===== src/bcd_defines.svh =====
// constants for the external bus cycle and dma handshake block
`ifndef BCD_DEFINES_SVH
`define BCD_DEFINES_SVH
// register byte offsets
`define BCD_OFS_CTRL 12'h000
`define BCD_OFS_WAIT 12'h004
`define BCD_OFS_DMA_MODE 12'h008
`define BCD_OFS_COUNT 12'h00c
`define BCD_OFS_CPU_REQ 12'h010
`define BCD_OFS_CPU_ADDR 12'h014
`define BCD_OFS_CPU_WDATA 12'h018
`define BCD_OFS_CPU_RDATA 12'h01c
`define BCD_OFS_STATUS 12'h020
`define BCD_OFS_DMA_ADDR 12'h024
// field positions
`define BCD_DMA_EN_BIT 0
`define BCD_DMA_WORD_BIT 1
`define BCD_DMA_ONE_BIT 2
`define BCD_DMA_DIR_BIT 3
`define BCD_REQ_GO_BIT 0
`define BCD_REQ_WR_BIT 1
`define BCD_REQ_BYTE_BIT 2
`define BCD_REQ_FETCH_BIT 3
`define BCD_REQ_IO_BIT 4
`define BCD_WAIT_READY 2'h3
// latency figures, clocks
`define BCD_LAT_ONE 8'd29
`define BCD_LAT_OTHER 8'd27
// write strobe fixed width in clocks
`define BCD_WR_STB_CLKS 2'd1
// on-chip ram window, top bits of a 20 bit address
`define BCD_RAM_BASE 20'hffe00
`define BCD_RAM_MASK 20'hffe00
`endif


===== src/bcd_pkg.sv =====
// types for the external bus cycle and dma handshake block
package bcd_pkg;
  typedef enum logic [2:0] {
    BCD_IDLE, BCD_ADDR, BCD_DATA, BCD_WAIT, BCD_DONE
  } bcd_state_e;
  typedef struct packed {
    logic [19:0] addr;
    logic [15:0] wdata;
    logic wr;
    logic byte_op;
    logic io;
    logic fetch;
    logic dma;
  } bcd_cyc_s;
endpackage : bcd_pkg


===== src/bcd_bus_dma.sv =====
// external bus cycle engine, dma request handshake and apb registers
`timescale 1ns/100ps
`include "bcd_defines.svh"
// Function
// RULE_01: upper byte enable shares A18, qualified by strobe
// RULE_02: byte and odd writes touch one bank
// RULE_03: memory reads ignore A0 and byte enable
// RULE_04: first address phase carries A9..A19 and A0
// RULE_05: fetches whole words, odd keeps high byte
// RULE_06: on-chip ram window runs without waits
// RULE_07: fixed 0,1,2 wait ignores ready input
// RULE_08: asynchronous ready resolves to wait or not
// RULE_09: ready may idle low until cycle end
// RULE_10: request strobe is memory output enable
// RULE_11: memory strobe acts as dram column strobe
// RULE_12: internal accesses keep both strobes high
// RULE_13: write strobe width fixed regardless of waits
// RULE_14: cpu cycle follows dma with no idle; the code passes through one BCD_IDLE clock between them
// RULE_15: io strobe alone times io transfers
// RULE_16: dma acknowledge after 29+N or 27+N clocks
// RULE_17: enable bit clear ignores dma requests
// RULE_18: clearing enable pauses, setting resumes transfer
// RULE_19: dma io transfer drives no io address
// RULE_20: transfer count sets units, 64k bytes/words
// RULE_21: reset clears enable, strobes inactive
module bcd_bus_dma
  import bcd_pkg::*;
#(
  parameter int ADDR_W = 20,
  parameter int CNT_W = 16
) (
  input wire logic clk_i,
  input wire logic rst_n_i,
  input wire logic psel_i,
  input wire logic penable_i,
  input wire logic pwrite_i,
  input wire logic [11:0] paddr_i,
  input wire logic [31:0] pwdata_i,
  output logic [31:0] prdata_o,
  output logic pready_o,
  output logic pslverr_o,
  input wire logic ready_i,
  input wire logic dma_request_in_i,
  input wire logic [15:0] data_i,
  output logic [15:0] data_o,
  output logic data_oe_o,
  output logic [ADDR_W-1:0] addr_o,
  output logic upper_byte_enable_n_o,
  output logic memory_request_n_o,
  output logic memory_strobe_n_o,
  output logic io_strobe_n_o,
  output logic write_n_o,
  output logic dma_acknowledge_n_o,
  output logic system_clock_out_o
);

  // software registers
  logic [1:0] wait_control_reg;
  logic [3:0] dma_mode_reg;
  logic [CNT_W-1:0] transfer_count_reg;
  logic [ADDR_W-1:0] dma_addr_reg;
  logic [7:0] instr_clks_reg;
  bcd_cyc_s cpu_cyc_reg;
  logic cpu_pend_reg;
  logic [15:0] rdata_reg;
  logic cpu_done_reg;

  // engine state
  bcd_state_e state_reg;
  bcd_cyc_s cyc_reg;
  logic [1:0] wcnt_reg;
  logic [1:0] stb_cnt_reg;
  logic ready_s1_reg;
  logic ready_s2_reg;
  logic rq_s1_reg;
  logic rq_s2_reg;
  logic rq_seen_reg;
  logic [8:0] lat_reg;
  logic dma_arm_reg;
  logic split_reg;

  wire apb_wr = psel_i & penable_i & pwrite_i;
  wire apb_rd = psel_i & ~penable_i & ~pwrite_i;
  wire dma_en = dma_mode_reg[`BCD_DMA_EN_BIT];
  wire dma_word = dma_mode_reg[`BCD_DMA_WORD_BIT];
  // write strobe countdown start: one clock of delay, then a one clock pulse
  wire [1:0] stb_load = `BCD_WR_STB_CLKS + 2'h1;
  // a write may only finish once its strobe pulse has been issued
  wire stb_issued = ~cyc_reg.wr | (stb_cnt_reg != stb_load);
  wire cyc_internal = ((cyc_reg.addr & `BCD_RAM_MASK) == `BCD_RAM_BASE) & ~cyc_reg.io
                      & ~cyc_reg.dma;
  wire dma_go = dma_arm_reg & (lat_reg == 9'd0) & dma_en & (transfer_count_reg != '0);
  wire [8:0] lat_load = (dma_mode_reg[`BCD_DMA_ONE_BIT] ? {1'b0, `BCD_LAT_ONE}
                        : {1'b0, `BCD_LAT_OTHER}) + {1'b0, instr_clks_reg};

  // apb slave: always one access cycle
  always_ff @(posedge clk_i) begin
    if (!rst_n_i) begin
      pready_o <= 1'b0;
      pslverr_o <= 1'b0;
      prdata_o <= 32'h0;
    end else begin
      pready_o <= psel_i & ~penable_i;
      pslverr_o <= psel_i & ~penable_i & (paddr_i > `BCD_OFS_DMA_ADDR);
      if (apb_rd) begin
        case (paddr_i)
          `BCD_OFS_WAIT: prdata_o <= {30'h0, wait_control_reg};
          `BCD_OFS_DMA_MODE: prdata_o <= {28'h0, dma_mode_reg};
          `BCD_OFS_COUNT: prdata_o <= 32'(transfer_count_reg);
          `BCD_OFS_CTRL: prdata_o <= {24'h0, instr_clks_reg};
          `BCD_OFS_CPU_ADDR: prdata_o <= 32'(cpu_cyc_reg.addr);
          `BCD_OFS_CPU_RDATA: prdata_o <= {16'h0, rdata_reg};
          `BCD_OFS_STATUS: prdata_o <= {28'h0, dma_arm_reg, ~dma_acknowledge_n_o,
                                         cpu_done_reg, cpu_pend_reg};
          `BCD_OFS_DMA_ADDR: prdata_o <= 32'(dma_addr_reg);
          default: prdata_o <= 32'h0;
        endcase
      end
    end
  end

  // configuration registers, reset leaves dma disabled
  always_ff @(posedge clk_i) begin
    if (!rst_n_i) begin
      wait_control_reg <= 2'h0;
      dma_mode_reg <= 4'h0; // RULE_21
      instr_clks_reg <= 8'h0;
      dma_addr_reg <= '0;
    end else begin
      if (apb_wr && paddr_i == `BCD_OFS_WAIT) wait_control_reg <= pwdata_i[1:0];
      if (apb_wr && paddr_i == `BCD_OFS_DMA_MODE) dma_mode_reg <= pwdata_i[3:0];
      if (apb_wr && paddr_i == `BCD_OFS_CTRL) instr_clks_reg <= pwdata_i[7:0];
      if (apb_wr && paddr_i == `BCD_OFS_DMA_ADDR) begin
        dma_addr_reg <= pwdata_i[ADDR_W-1:0];
      end else if (state_reg == BCD_DONE && cyc_reg.dma) begin
        dma_addr_reg <= dma_addr_reg + (dma_word ? ADDR_W'(2) : ADDR_W'(1));
      end
    end
  end

  // transfer count: one unit per dma cycle, stays put while paused
  always_ff @(posedge clk_i) begin
    if (!rst_n_i) begin
      transfer_count_reg <= '0;
    end else if (apb_wr && paddr_i == `BCD_OFS_COUNT) begin
      transfer_count_reg <= pwdata_i[CNT_W-1:0]; // RULE_20
    end else if (state_reg == BCD_DONE && cyc_reg.dma) begin
      transfer_count_reg <= transfer_count_reg - 1'b1; // RULE_20
    end
  end

  // cpu request mailbox; completion flag set wins over clear
  always_ff @(posedge clk_i) begin
    if (!rst_n_i) begin
      cpu_cyc_reg <= '0;
      cpu_pend_reg <= 1'b0;
      cpu_done_reg <= 1'b0;
    end else begin
      if (apb_wr && paddr_i == `BCD_OFS_CPU_ADDR) cpu_cyc_reg.addr <= pwdata_i[ADDR_W-1:0];
      if (apb_wr && paddr_i == `BCD_OFS_CPU_WDATA) cpu_cyc_reg.wdata <= pwdata_i[15:0];
      if (apb_wr && paddr_i == `BCD_OFS_CPU_REQ && !cpu_pend_reg) begin
        cpu_cyc_reg.wr <= pwdata_i[`BCD_REQ_WR_BIT];
        cpu_cyc_reg.byte_op <= pwdata_i[`BCD_REQ_BYTE_BIT];
        cpu_cyc_reg.fetch <= pwdata_i[`BCD_REQ_FETCH_BIT];
        cpu_cyc_reg.io <= pwdata_i[`BCD_REQ_IO_BIT];
        cpu_cyc_reg.dma <= 1'b0;
        cpu_pend_reg <= pwdata_i[`BCD_REQ_GO_BIT];
      end else if (state_reg == BCD_IDLE && !dma_go && cpu_pend_reg) begin
        cpu_pend_reg <= 1'b0;
      end
      if (state_reg == BCD_DONE && !cyc_reg.dma && !split_reg) begin
        cpu_done_reg <= 1'b1;
      end else if (apb_wr && paddr_i == `BCD_OFS_STATUS) begin
        cpu_done_reg <= 1'b0;
      end
    end
  end

  // input synchronisers for ready and dma request
  always_ff @(posedge clk_i) begin
    if (!rst_n_i) begin
      ready_s1_reg <= 1'b0;
      ready_s2_reg <= 1'b0;
      rq_s1_reg <= 1'b0;
      rq_s2_reg <= 1'b0;
    end else begin
      ready_s1_reg <= ready_i; // RULE_08
      ready_s2_reg <= ready_s1_reg;
      rq_s1_reg <= dma_request_in_i;
      rq_s2_reg <= rq_s1_reg;
    end
  end

  // dma request latch and latency counter
  always_ff @(posedge clk_i) begin
    if (!rst_n_i) begin
      rq_seen_reg <= 1'b0;
      dma_arm_reg <= 1'b0;
      lat_reg <= 9'd0;
    end else begin
      rq_seen_reg <= rq_s2_reg;
      if (rq_s2_reg && !rq_seen_reg && dma_en && !dma_arm_reg) begin // RULE_17
        dma_arm_reg <= 1'b1;
        lat_reg <= lat_load - 9'd3; // RULE_16
      end else if (dma_arm_reg && lat_reg != 9'd0 && dma_en) begin
        lat_reg <= lat_reg - 9'd1; // paused count holds, RULE_18
      end else if (state_reg == BCD_DONE && cyc_reg.dma) begin
        // unit moved: rearm for next unit unless count ran out or single transfer
        dma_arm_reg <= ~dma_mode_reg[`BCD_DMA_ONE_BIT] & (transfer_count_reg != 1);
      end
    end
  end

  // bus cycle sequencer
  always_ff @(posedge clk_i) begin
    if (!rst_n_i) begin
      state_reg <= BCD_IDLE;
      cyc_reg <= '0;
      wcnt_reg <= 2'h0;
      stb_cnt_reg <= 2'h0;
      split_reg <= 1'b0;
      rdata_reg <= 16'h0;
    end else begin
      case (state_reg)
        BCD_IDLE: begin
          if (dma_go) begin // RULE_18
            cyc_reg <= '{addr: dma_addr_reg, wdata: 16'h0,
                         wr: dma_mode_reg[`BCD_DMA_DIR_BIT], byte_op: ~dma_word,
                         io: 1'b0, fetch: 1'b0, dma: 1'b1};
            state_reg <= BCD_ADDR;
          end else if (cpu_pend_reg) begin
            cyc_reg <= cpu_cyc_reg;
            // odd word data becomes two byte operations
            split_reg <= cpu_cyc_reg.addr[0] & ~cpu_cyc_reg.byte_op & ~cpu_cyc_reg.fetch; // RULE_02
            if (cpu_cyc_reg.addr[0] & ~cpu_cyc_reg.byte_op & ~cpu_cyc_reg.fetch) begin
              cyc_reg.byte_op <= 1'b1;
            end
            state_reg <= BCD_ADDR;
          end
        end
        BCD_ADDR: begin
          wcnt_reg <= cyc_internal ? 2'h0 : wait_control_reg; // RULE_06
          stb_cnt_reg <= stb_load; // RULE_13
          state_reg <= BCD_DATA;
        end
        BCD_DATA: begin
          if (stb_cnt_reg != 2'h0) stb_cnt_reg <= stb_cnt_reg - 2'h1;
          if (wcnt_reg == `BCD_WAIT_READY) begin
            if (ready_s2_reg && stb_issued) state_reg <= BCD_DONE; // RULE_09
          end else if (wcnt_reg != 2'h0) begin
            wcnt_reg <= wcnt_reg - 2'h1; // RULE_07
          end else if (stb_issued) begin
            state_reg <= BCD_DONE; // RULE_13
          end
        end
        BCD_DONE: begin
          // read data captured as the request strobe rises
          if (!cyc_reg.wr) begin
            if (cyc_reg.fetch && cyc_reg.addr[0]) begin
              rdata_reg <= {8'h0, data_i[15:8]}; // RULE_05
            end else begin
              rdata_reg <= data_i; // RULE_10
            end
          end
          if (split_reg) begin
            split_reg <= 1'b0;
            cyc_reg.addr <= cyc_reg.addr + ADDR_W'(1);
            cyc_reg.wdata <= {8'h0, cyc_reg.wdata[15:8]};
            state_reg <= BCD_ADDR;
          end else begin
            // back to idle for one clock with the bus idle, then the pending cpu cycle starts unless a dma cycle is due
            state_reg <= BCD_IDLE; // RULE_14
          end
        end
        default: state_reg <= BCD_IDLE;
      endcase
    end
  end

  // pin drivers, all registered
  always_ff @(posedge clk_i) begin
    if (!rst_n_i) begin
      addr_o <= '0;
      upper_byte_enable_n_o <= 1'b1;
      memory_request_n_o <= 1'b1;
      memory_strobe_n_o <= 1'b1;
      io_strobe_n_o <= 1'b1;
      write_n_o <= 1'b1;
      dma_acknowledge_n_o <= 1'b1; // RULE_21
      data_o <= 16'h0;
      data_oe_o <= 1'b0;
      system_clock_out_o <= 1'b0;
    end else begin
      system_clock_out_o <= ~system_clock_out_o;
      if (state_reg == BCD_IDLE) begin
        memory_request_n_o <= 1'b1;
        memory_strobe_n_o <= 1'b1;
        io_strobe_n_o <= 1'b1;
        write_n_o <= 1'b1;
        data_oe_o <= 1'b0;
        dma_acknowledge_n_o <= 1'b1;
        upper_byte_enable_n_o <= 1'b1;
      end else if (state_reg == BCD_ADDR) begin
        // first phase: high bits and A0 first
        addr_o <= '0;
        addr_o[ADDR_W-1:9] <= cyc_reg.addr[ADDR_W-1:9]; // RULE_04
        addr_o[0] <= cyc_reg.addr[0]; // RULE_04
        dma_acknowledge_n_o <= ~cyc_reg.dma; // RULE_19
      end else if (state_reg == BCD_DATA) begin
        // dma io side gets no address, acknowledge selects it
        addr_o <= cyc_reg.addr;
        write_n_o <= ~cyc_reg.wr;
        data_oe_o <= cyc_reg.wr & ~cyc_internal & ~cyc_reg.dma;
        data_o <= cyc_reg.wdata;
        if (cyc_reg.io) begin
          io_strobe_n_o <= 1'b0; // RULE_15
        end else if (!cyc_internal) begin
          memory_request_n_o <= 1'b0; // RULE_10
          // write strobe fixed width and delayed; reads stretch with waits
          memory_strobe_n_o <= cyc_reg.wr ? (stb_cnt_reg != 2'h1) : 1'b0; // RULE_13 RULE_11
          // byte enable rides on A18 while the strobe is active
          upper_byte_enable_n_o <= ~(~cyc_reg.byte_op | cyc_reg.addr[0]); // RULE_01
          addr_o[18] <= ~(~cyc_reg.byte_op | cyc_reg.addr[0]); // RULE_01
        end else begin
          memory_request_n_o <= 1'b1; // RULE_12
          memory_strobe_n_o <= 1'b1; // RULE_12
        end
      end else begin
        // strobes rise here; reads ignore byte enable
        memory_request_n_o <= 1'b1;
        memory_strobe_n_o <= 1'b1;
        io_strobe_n_o <= 1'b1;
      end
    end
  end

endmodule : bcd_bus_dma


===== config.mk =====
export PLATFORM = sky130hd
export DESIGN_NAME = bcd_bus_dma
export DESIGN_NICKNAME = d
export VERILOG_FILES = /design/src/bcd_pkg.sv /design/src/bcd_bus_dma.sv
export VERILOG_INCLUDE_DIRS = /design/src /design/src/src
export SDC_FILE = /design/constraint.sdc
export NUM_CORES = 1
export LEC_CHECK = 0
export ABC_AREA = 1
export BUFFER_PORTS_ARGS = -buffer_cell sky130_fd_sc_hd__clkbuf_2
export CAP_MARGIN = 20
export CORE_MARGIN = 2
export CORE_UTILIZATION = 62
export CTS_CLUSTER_SIZE = 40
export DETAILED_ROUTE_END_ITERATION = 8
export HOLD_SLACK_MARGIN = 0.03
export PLACE_DENSITY = 0.84
export SLEW_MARGIN = 20
export SYNTH_ARGS = -nofsm -noshare
export SYNTH_HDL_FRONTEND = slang
export SYNTH_SLANG_ARGS = --single-unit

===== constraint.sdc =====
create_clock -name clk_i -period 5 [get_ports clk_i]
set_input_delay 1 -clock clk_i [delete_from_list [all_inputs] [get_ports clk_i]]
set_output_delay 1 -clock clk_i [all_outputs]
set_load 0.005 [all_outputs]

==> impl_metrics.tcl, run 1 <==
set metrics [dict create \
    grt_usage_pct 33.3 \
    multi_input_area_sq_mm 0.00666 \
    die_w_um 147 \
    dp_hpwl_um 26100 \
    status "finished, final reports clean" \
    largest_register_ffs 41 \
    setup_violations 0 \
    crit_fanout 31 \
    antenna_cells 0 \
    arrival_ns 3.43 \
    fin_setup_tns_ns 0 \
    wirelength_um 36700 \
    ff2ff_setup_slack_ns 1.95 \
    p_total_mw 4.58 \
    post_cts_buffers 0 \
    drc 0 \
    io_pins 145 \
    avgSynthCellArea_sq_um 6.78 \
    p_leak_nw 5.98 \
    dp_cells 2188 \
    via_per_inst 5.71 \
    synthTopCellsByArea "dfxtp_1, nand2_1, nand3_1" \
    layout-drive-gt1-share_pct 12.9 \
    fmax_ghz 0.328 \
    clk_path_buf_depth 3 \
    gp_congestion 0.948 \
    ys_seq_elements 238 \
    reg2reg_from "state_reg[2]" \
    fp.dieH_um 147 \
    regArea_sq_mm 0.00476 \
    start_kind "flop" \
    ir_worst_vdd_v 0.000300 \
    grt-ovfl-total 0 \
    fill_cells 1762 \
    power_density_mw_per_mm2 327 \
    synth.top_cell.area_share_pct 37.6 \
    drv_cap 0 \
    crit_type "flop to flop" \
    fin_nets 2033 \
    synthesis.area_sq_mm 0.0127 \
    core_sq_mm 0.0202 \
    numCtsBuffers 26 \
    synth_area_leader_cell "dfxtp_1" \
    htree_levels 1 \
    grt_max_degree 104 \
    ant_nets 0 \
    min_period_ns 3.05 \
    antenna_found_initial 0 \
    async_flop_share_pct 0 \
    worstSetupEndpointType "flop" \
    worstMarginPinSlew_ns 1.01 \
    cts_tree "done" \
    fin_crit_sh_pct 61.0 \
    clk_pin_slew_ns 0.06 \
    slew-limit-headroom_pct 32.6 \
    final_cell_count_no_fill 2230 \
    synthTopCellsByCount "nand2_1, nor2_1, dfxtp_1" \
    crit_path_start "state_reg[2]" \
    grt_pass1_vias 11600 \
    clk_latency_ns 0.53 \
    hold_start "rq_s1_reg" \
    crit_required_ns 5.38 \
    synth.most_common_cell "nand2_1" \
    synth_edf_count 0 \
    grt_pass1_wl_um 58500 \
    syn_inst 1871 \
    cts-resized-gates 0 \
    core.rowCount 52 \
    area_delta_synth_final_pct 10.5 \
    drv_slew 0 \
    yosysSeqAreaShare_pct 37.6 \
    hp-class "flop to flop" \
    root_buffer "clkbuf_16" \
    port_buffers 120 \
    dieArea_sq_mm 0.0216 \
    hold_violations 0 \
    rsz0062_at_grt "false" \
    endpoint "wcnt_reg[1]" \
    ys_warn_count 0 \
    hold_buffers 0 \
    ys.flop_type "dfxtp_1" \
    skew_ns 0.0119 \
    wl_per_cell_um 16.4 \
    reg2reg_to "wcnt_reg[1]" \
    synth_cell_types 53 \
    initialDrtViolationCount 1107 \
    vias 12700 \
    clkSinkCount 238 \
    worstRegToRegCells 7 \
    start_util_pct 62.9 \
    first_pass_iters 8 \
]
-- cell families after synthesis --
kind of cell | synth area share, %
AO/OA/AOI/OAI | 15.1
XOR/XNOR | 1.52
adder cells (fa/ha/maj) | 2.09
buffers and inverters | 10.2
flip-flops | 37.6
other | 0.0296
AND/OR/NAND/NOR | 33.5
-- layout by cell type, fill, tap and decap left out, drive strengths merged, types with 3 or more instances in the layout --
master | Yosys | final
clkinv | 4 | 7
nor4 | 6 | 6
nand2 | 415 | 415
a21oi | 155 | 155
clkbuf | 40 | 157
xnor2 | 6 | 6
a211oi | 13 | 13
ha | 18 | 18
nand3b | 3 | 3
nand3 | 200 | 200
conb | 1 | 12
xor2 | 16 | 16
nor2 | 263 | 263
o22ai | 9 | 9
inv | 205 | 205
nor3 | 20 | 20
a31oi | 15 | 15
o211ai | 10 | 10
nand4 | 23 | 23
o21ai | 145 | 145
buf | 53 | 10
dfxtp | 238 | 238
-- routing by layer --
layer / track usage (%) / part of all wire, %
met3: 6.15 / 10
met4: 15.0 / 4.5
met5: 0 / 0
met1: 44.2 / 41
met2: 53.1 / 45
-- final cells by class --
type                       count  share of cell area, %
multi-input combinational   1342                   47.5
tap                          270                   2.41
clock inverter                 4                  0.321
clock buffer                  38                   5.33
inverter                     209                   5.62
timing repair buffer         129                   4.78
sequential                   238                   34.0
-- report_power, final --
group          switching [mW]  internal, mW  total, mW
logic                   0.429         0.205      0.634
registers              0.0970          2.02       2.12
clock network           0.752          1.07       1.83
total                    1.28          3.30       4.58
-- metrics by stage --
step | cell area [sq um] | utilization, % | worst slack, ns | hold slack [ns]
2_1_floorplan | 12700 | - | 2.82 | 0.390
3_3_place_gp | 13200 | 65.6 | 2.03 | 0.401
3_5_place_dp | 13200 | 65.6 | 1.99 | 0.403
4_1_cts | 14000 | 69.5 | 2.00 | 0.416
5_1_grt | 14000 | 69.5 | 1.58 | 0.426
6_report | 14000 | 69.5 | 1.95 | 0.417
-- critical path: stages (launching register included) --
cell and delay, ns:
dfxtp_1 0.41, inv_2 0.10, nand3_1 0.71, clkinv_1 0.99
nand2_1 0.30, nand2_1 0.12, nor3_1 0.20, nor3_1 0.07
-- how the worst min path moves through the flow --
stage / end / depth (start not counted)
floorplan: ready_s2_reg / 2
global placement: rq_s2_reg / 2
detailed placement: ready_s2_reg / 2
CTS: system_clock_out_o / 1
global route: system_clock_out_o / 1
finish: rq_s2_reg / 2
(Power assumes the default switching activity.)
==> run 2, diff against run 1 <==
CORE_UTILIZATION = 53   (was 62)
PLACE_DENSITY = 0.76   (was 0.84)
clock period = 2.7 ns   (was 5 ns; I/O delays follow)
==> run 2 against run 1 <==
Critical path type unchanged; via count shrank 2.6%; worst hold slack lost 0.24 ns; utilization shrank 8.4 points; critical path depth grew 4; cell area grew 2.3%; power grew 93%; critical endpoint is now dma_addr_reg[10]; non-clock buffer count grew 17; combinational power grew 86%; clock skew shrank 0.0029 ns; fmax grew 34%; register-to-register slack lost 1.5 ns.
==> impl_metrics.tcl, run 2 (same netlist as run 1, synthesis figures left out) <==
set metrics [dict create \
    internal_power_mw 6.39 \
    worstSetupEndpointType "flop" \
    dp_cells 2254 \
    arrival_ns 2.70 \
    first_pass_iters 5 \
    initialDrtViolationCount 966 \
    seq_power_share_pct 44.4 \
    final_cell_mix "nand2_1, nor2_1, dfxtp_1, inv_1, nand3_1" \
    hold_buffers 0 \
    status "finished, final reports clean" \
    start_util_pct 54.0 \
    fin_nets 2051 \
    drc 0 \
    antenna_found_initial 0 \
    cts_tree "done" \
    gp_congestion 0.967 \
    grt_pass1_vias 11200 \
    hp-class "primary input to flop" \
    clkSinkCount 238 \
    slew-limit-headroom_pct 55.5 \
    antenna_cells 0 \
    drv_slew 0 \
    crit_type "flop to flop" \
    grt_usage_pct 29.1 \
    ir_worst_vdd_v 0.000540 \
    fin_worst_hold_slack_ns 0.177 \
    core_sq_mm 0.0235 \
    grt_max_degree 102 \
    p_sw_share_pct 27.8 \
    die_w_um 159 \
    rsz0062_at_grt "false" \
    start_kind "flop" \
    core.rowCount 56 \
    htree_levels 1 \
    drv_cap 0 \
    final_core_util_pct 61.1 \
    post_cts_buffers 0 \
    dieArea_sq_mm 0.0252 \
    area_delta_synth_final_pct 13.1 \
    final_common_cell "nand2_1" \
    power_density_mw_per_mm2 617 \
    dp_hpwl_um 27100 \
    largest_register_ffs 41 \
    fp.dieH_um 159 \
    fin_crit_sh_pct 84.1 \
    grt_pass1_wl_um 57700 \
    vias 12400 \
    clk_path_buf_depth 3 \
    wl_per_cell_um 16.1 \
    final_cell_count_no_fill 2298 \
    setup_violations 0 \
    min_period_ns 2.27 \
    p_leak_nw 6.13 \
    wirelength_um 36900 \
    layout-drive-gt1-share_pct 13.9 \
    fin_setup_tns_ns 0 \
    via_per_inst 5.40 \
    p_clk_share_pct 42.3 \
    grt-ovfl-total 0 \
    crit_required_ns 3.13 \
    crit_fanout 4 \
    fmax_ghz 0.440 \
    clk_latency_ns 0.55 \
    root_buffer "clkbuf_16" \
    fill_cells 2288 \
    port_buffers 120 \
    p_sw_mw 2.46 \
    ant_nets 0 \
    cts-resized-gates 0 \
    skew_ns 0.00907 \
    hold_violations 0 \
    comb_power_share_pct 13.3 \
    clk_pin_slew_ns 0.06 \
    numCtsBuffers 27 \
    worstMarginPinSlew_ns 0.666 \
    io_pins 145 \
]
-- run 2: changes by cell type in the layout (fill, tap and decap cells not counted) --
cell,change
buf_4,+14
clkbuf_1,-4
buf_12,+3
bufinv_16,+2
clkbuf_8,+2
clkinvlp_4,+1
inv_16,+1
-- run 2: power groups by stage --
| stage | registers [mW] | logic, mW | clock network (mW) |
|---|---|---|---|
| 6_report | 3.93 | 1.18 | 3.75 |
| 3_5_place_dp | 4.00 | 1.16 | 0 |
| 4_1_cts | 3.92 | 1.18 | 3.80 |
| 3_3_place_gp | 3.99 | 1.14 | 0 |
| 5_1_grt | 3.95 | 1.35 | 3.93 |
| 2_1_floorplan | 3.96 | 0.822 | 0 |
-- run 2: area by class of cell --
cell class	count	area (sq um)	share of cell area [%]
Clock buffer	36	759	5.30
Clock inverter	8	133	0.925
Inverter	209	787	5.49
Multi-Input combinational cell	1342	6660	46.5
Sequential cell	238	4760	33.2
Tap cell	319	399	2.78
Timing Repair Buffer	146	836	5.83
-- run 2: stage by stage --
stage                     cell area, sq um  setup WS, ns  total power, mW
after CTS                            14300         0.477             8.90
after detailed placement             13500         0.282             5.16
after global routing                 14300         0.215             9.23
after floorplan                      12700         0.675             4.79
after global placement               13500         0.331             5.13
final                                14300         0.428             8.85
-- run 2: path summary, 6_finish.rpt --
kind | start | end | slack [ns] | depth (start not counted)
worst max-delay path | dma_addr_reg[0] | dma_addr_reg[10] | 0.43 | 11
worst max register to register | dma_addr_reg[0] | dma_addr_reg[10] | 0.43 | 11
worst min-delay path | ready_i | ready_s1_reg | 0.18 | 3
worst min register to register | system_clock_out_o | system_clock_out_o | 0.41 | 1
-- run 2: critical path, cell delays in order, from the launching register on --
cell	delay [ns]
dfxtp_1	0.45
ha_1	0.23
inv_1	0.06
fa_1	0.44
nor3_2	0.27
nand3_1	0.13
nor2_1	0.25
inv_1	0.07
nand2_1	0.07
nor2_1	0.04
nor2_1	0.09
nor2_1	0.04
-- run 2: routing by layer --
layer / routed length (um) / global-route usage [%] / up-vias
met2: 16200 / 45.8 / 457
li1: - / - / 6263
met1: 16000 / 39.5 / 5588
met5: 0 / 0 / -
met4: 1650 / 11.9 / 0
met3: 3000 / 5.01 / 91
==> run 3, diff against run 2 <==
clock period = 2 ns   (was 2.7 ns; I/O delays follow)
==> run 3 against run 2 <==
Sequential share of layout area shrank 0.88 points; clock skew rose by 0.0088 ns; die area did not move; worst setup slack worse by 0.37 ns; sequential power rose by 35%; cell area increased by 2.9%; register-to-register slack worse by 0.37 ns; via count up 2.6%; non-clock buffer count up 37; final cell count grew 1.7%; utilization increased by 1.8 points; largest power group unchanged; highest routed layer unchanged.
==> impl_metrics.tcl, run 3 (same netlist as run 1, synthesis figures left out) <==
set metrics [dict create \
    power_density_mw_per_mm2 776 \
    wl_per_cell_um 16.1 \
    first_pass_iters 5 \
    fmax_ghz 0.515 \
    antenna_found_initial 0 \
    die_w_um 159 \
    layout-drive-gt1-share_pct 17.0 \
    final_cell_count_no_fill 2336 \
    dieArea_sq_mm 0.0252 \
    clk_latency_ns 0.53 \
    grt_max_degree 125 \
    ir_worst_vdd_v 0.000609 \
    rsz0062_at_grt "true" \
    fp.dieH_um 159 \
    crit_required_ns 2.47 \
    port_buffers 120 \
    fin_nets 2086 \
    place_area_sq_mm 0.0138 \
    min_period_ns 1.94 \
    gp_congestion 0.978 \
    final_cell_mix "nand2_1, nor2_1, dfxtp_1, inv_1, nand3_1" \
    dp_cells 2288 \
    final_common_cell "nand2_1" \
    area_delta_synth_final_pct 16.3 \
    worstSetupEndpointType "flop" \
    htree_levels 1 \
    postLayoutCellArea_sq_mm 0.0148 \
    drc 0 \
    fin_crit_sh_pct 97.0 \
    skew_ns 0.0179 \
    grt_pass1_wl_um 58400 \
    vias 12700 \
    core_sq_mm 0.0235 \
    antenna_cells 0 \
    io_pins 145 \
    dp_hpwl_um 27600 \
    largest_register_ffs 41 \
    clk_path_buf_depth 3 \
    start_util_pct 54.0 \
    fill_cells 2196 \
    hold_buffers 0 \
    clk_pin_slew_ns 0.06 \
    drv_slew 0 \
    start_kind "flop" \
    ant_nets 0 \
    hp-class "primary input to flop" \
    wirelength_um 37700 \
    clkSinkCount 238 \
    worstMarginPinSlew_ns 0.586 \
    root_buffer "clkbuf_16" \
    initialDrtViolationCount 1069 \
    numCtsBuffers 25 \
    cts_tree "done" \
    grt-ovfl-total 0 \
    via_per_inst 5.45 \
    core.rowCount 56 \
    grt_pass1_vias 11300 \
    crit_fanout 4 \
    status "finished, final reports clean" \
    grt_usage_pct 29.4 \
    setup_violations 0 \
    crit_type "flop to flop" \
    drv_cap 0 \
    fin_setup_tns_ns 0 \
    slew-limit-headroom_pct 60.9 \
    hold_violations 0 \
    arrival_ns 2.41 \
    p_leak_nw 6.31 \
]
run 3: stage by stage:
stage / total power [mW] / utilization (%) / hold WS [ns] / setup WS [ns]
after floorplan: 6.46 / - / 0.390 / 0.0125
after global placement: 6.93 / 58.7 / 0.399 / -0.0355
after detailed placement: 6.99 / 58.7 / 0.407 / -0.0863
after CTS: 11.5 / 62.2 / 0.0445 / 0.0121
after global routing: 12.0 / 62.9 / 0.0612 / -0.0366
final: 11.5 / 62.9 / 0.0562 / 0.0600
run 3: final timing paths:
check	startpoint	endpoint	slack [ns]	cells after the start
worst max-delay path	dma_mode_reg[1]	dma_addr_reg[18]	0.06	12
worst min-delay path	ready_i	ready_s1_reg	0.06	3
worst max register to register	dma_mode_reg[1]	dma_addr_reg[18]	0.06	12
worst min register to register	system_clock_out_o	system_clock_out_o	0.42	1
run 3: metal layers:
metal | up-vias | GRT usage (%) | routed length, um
li1 | 6335 | - | -
met4 | 0 | 11.9 | 1740
met1 | 5781 | 40.3 | 16100
met5 | - | 0 | 0
met3 | 94 | 3.54 | 3040
met2 | 512 | 46.9 | 16800
run 3: power breakdown:
group | switching, mW | internal (mW) | total (mW)
clock | 1.95 | 2.58 | 4.53
sequential | 0.245 | 5.06 | 5.30
combinational | 1.06 | 0.557 | 1.62
run 3: worst max-delay path, stage by stage (launching register included):
cell     delay, ns
dfxtp_2       0.33
inv_2         0.07
ha_4          0.14
inv_2         0.03
fa_2          0.36
nor3_4        0.24
nand3_2       0.17
nor2_4        0.14
buf_6         0.11
nand3_1       0.06
nand2_1       0.06
nand2_1       0.06
a21oi_2       0.11
run 3: layout make-up:
cell class                      count  area (sq um)  area share (%)
Clock buffer                       36           707            4.79
Clock inverter                      9          76.3           0.517
Inverter                          209           790            5.35
Multi-Input combinational cell   1342          6820            46.2
Sequential cell                   238          4770            32.3
Tap cell                          319           399            2.70
Timing Repair Buffer              183          1200            8.11
run 3: what timing repair did:
item / CTS / global route
pin swaps: 5 / 8
buffers inserted: 0 / 2
endpoints found under the hold margin: 0 / 0
resized for setup: 12 / 36
endpoints found under the setup margin: 7 / 53
gates cloned: 0 / 1
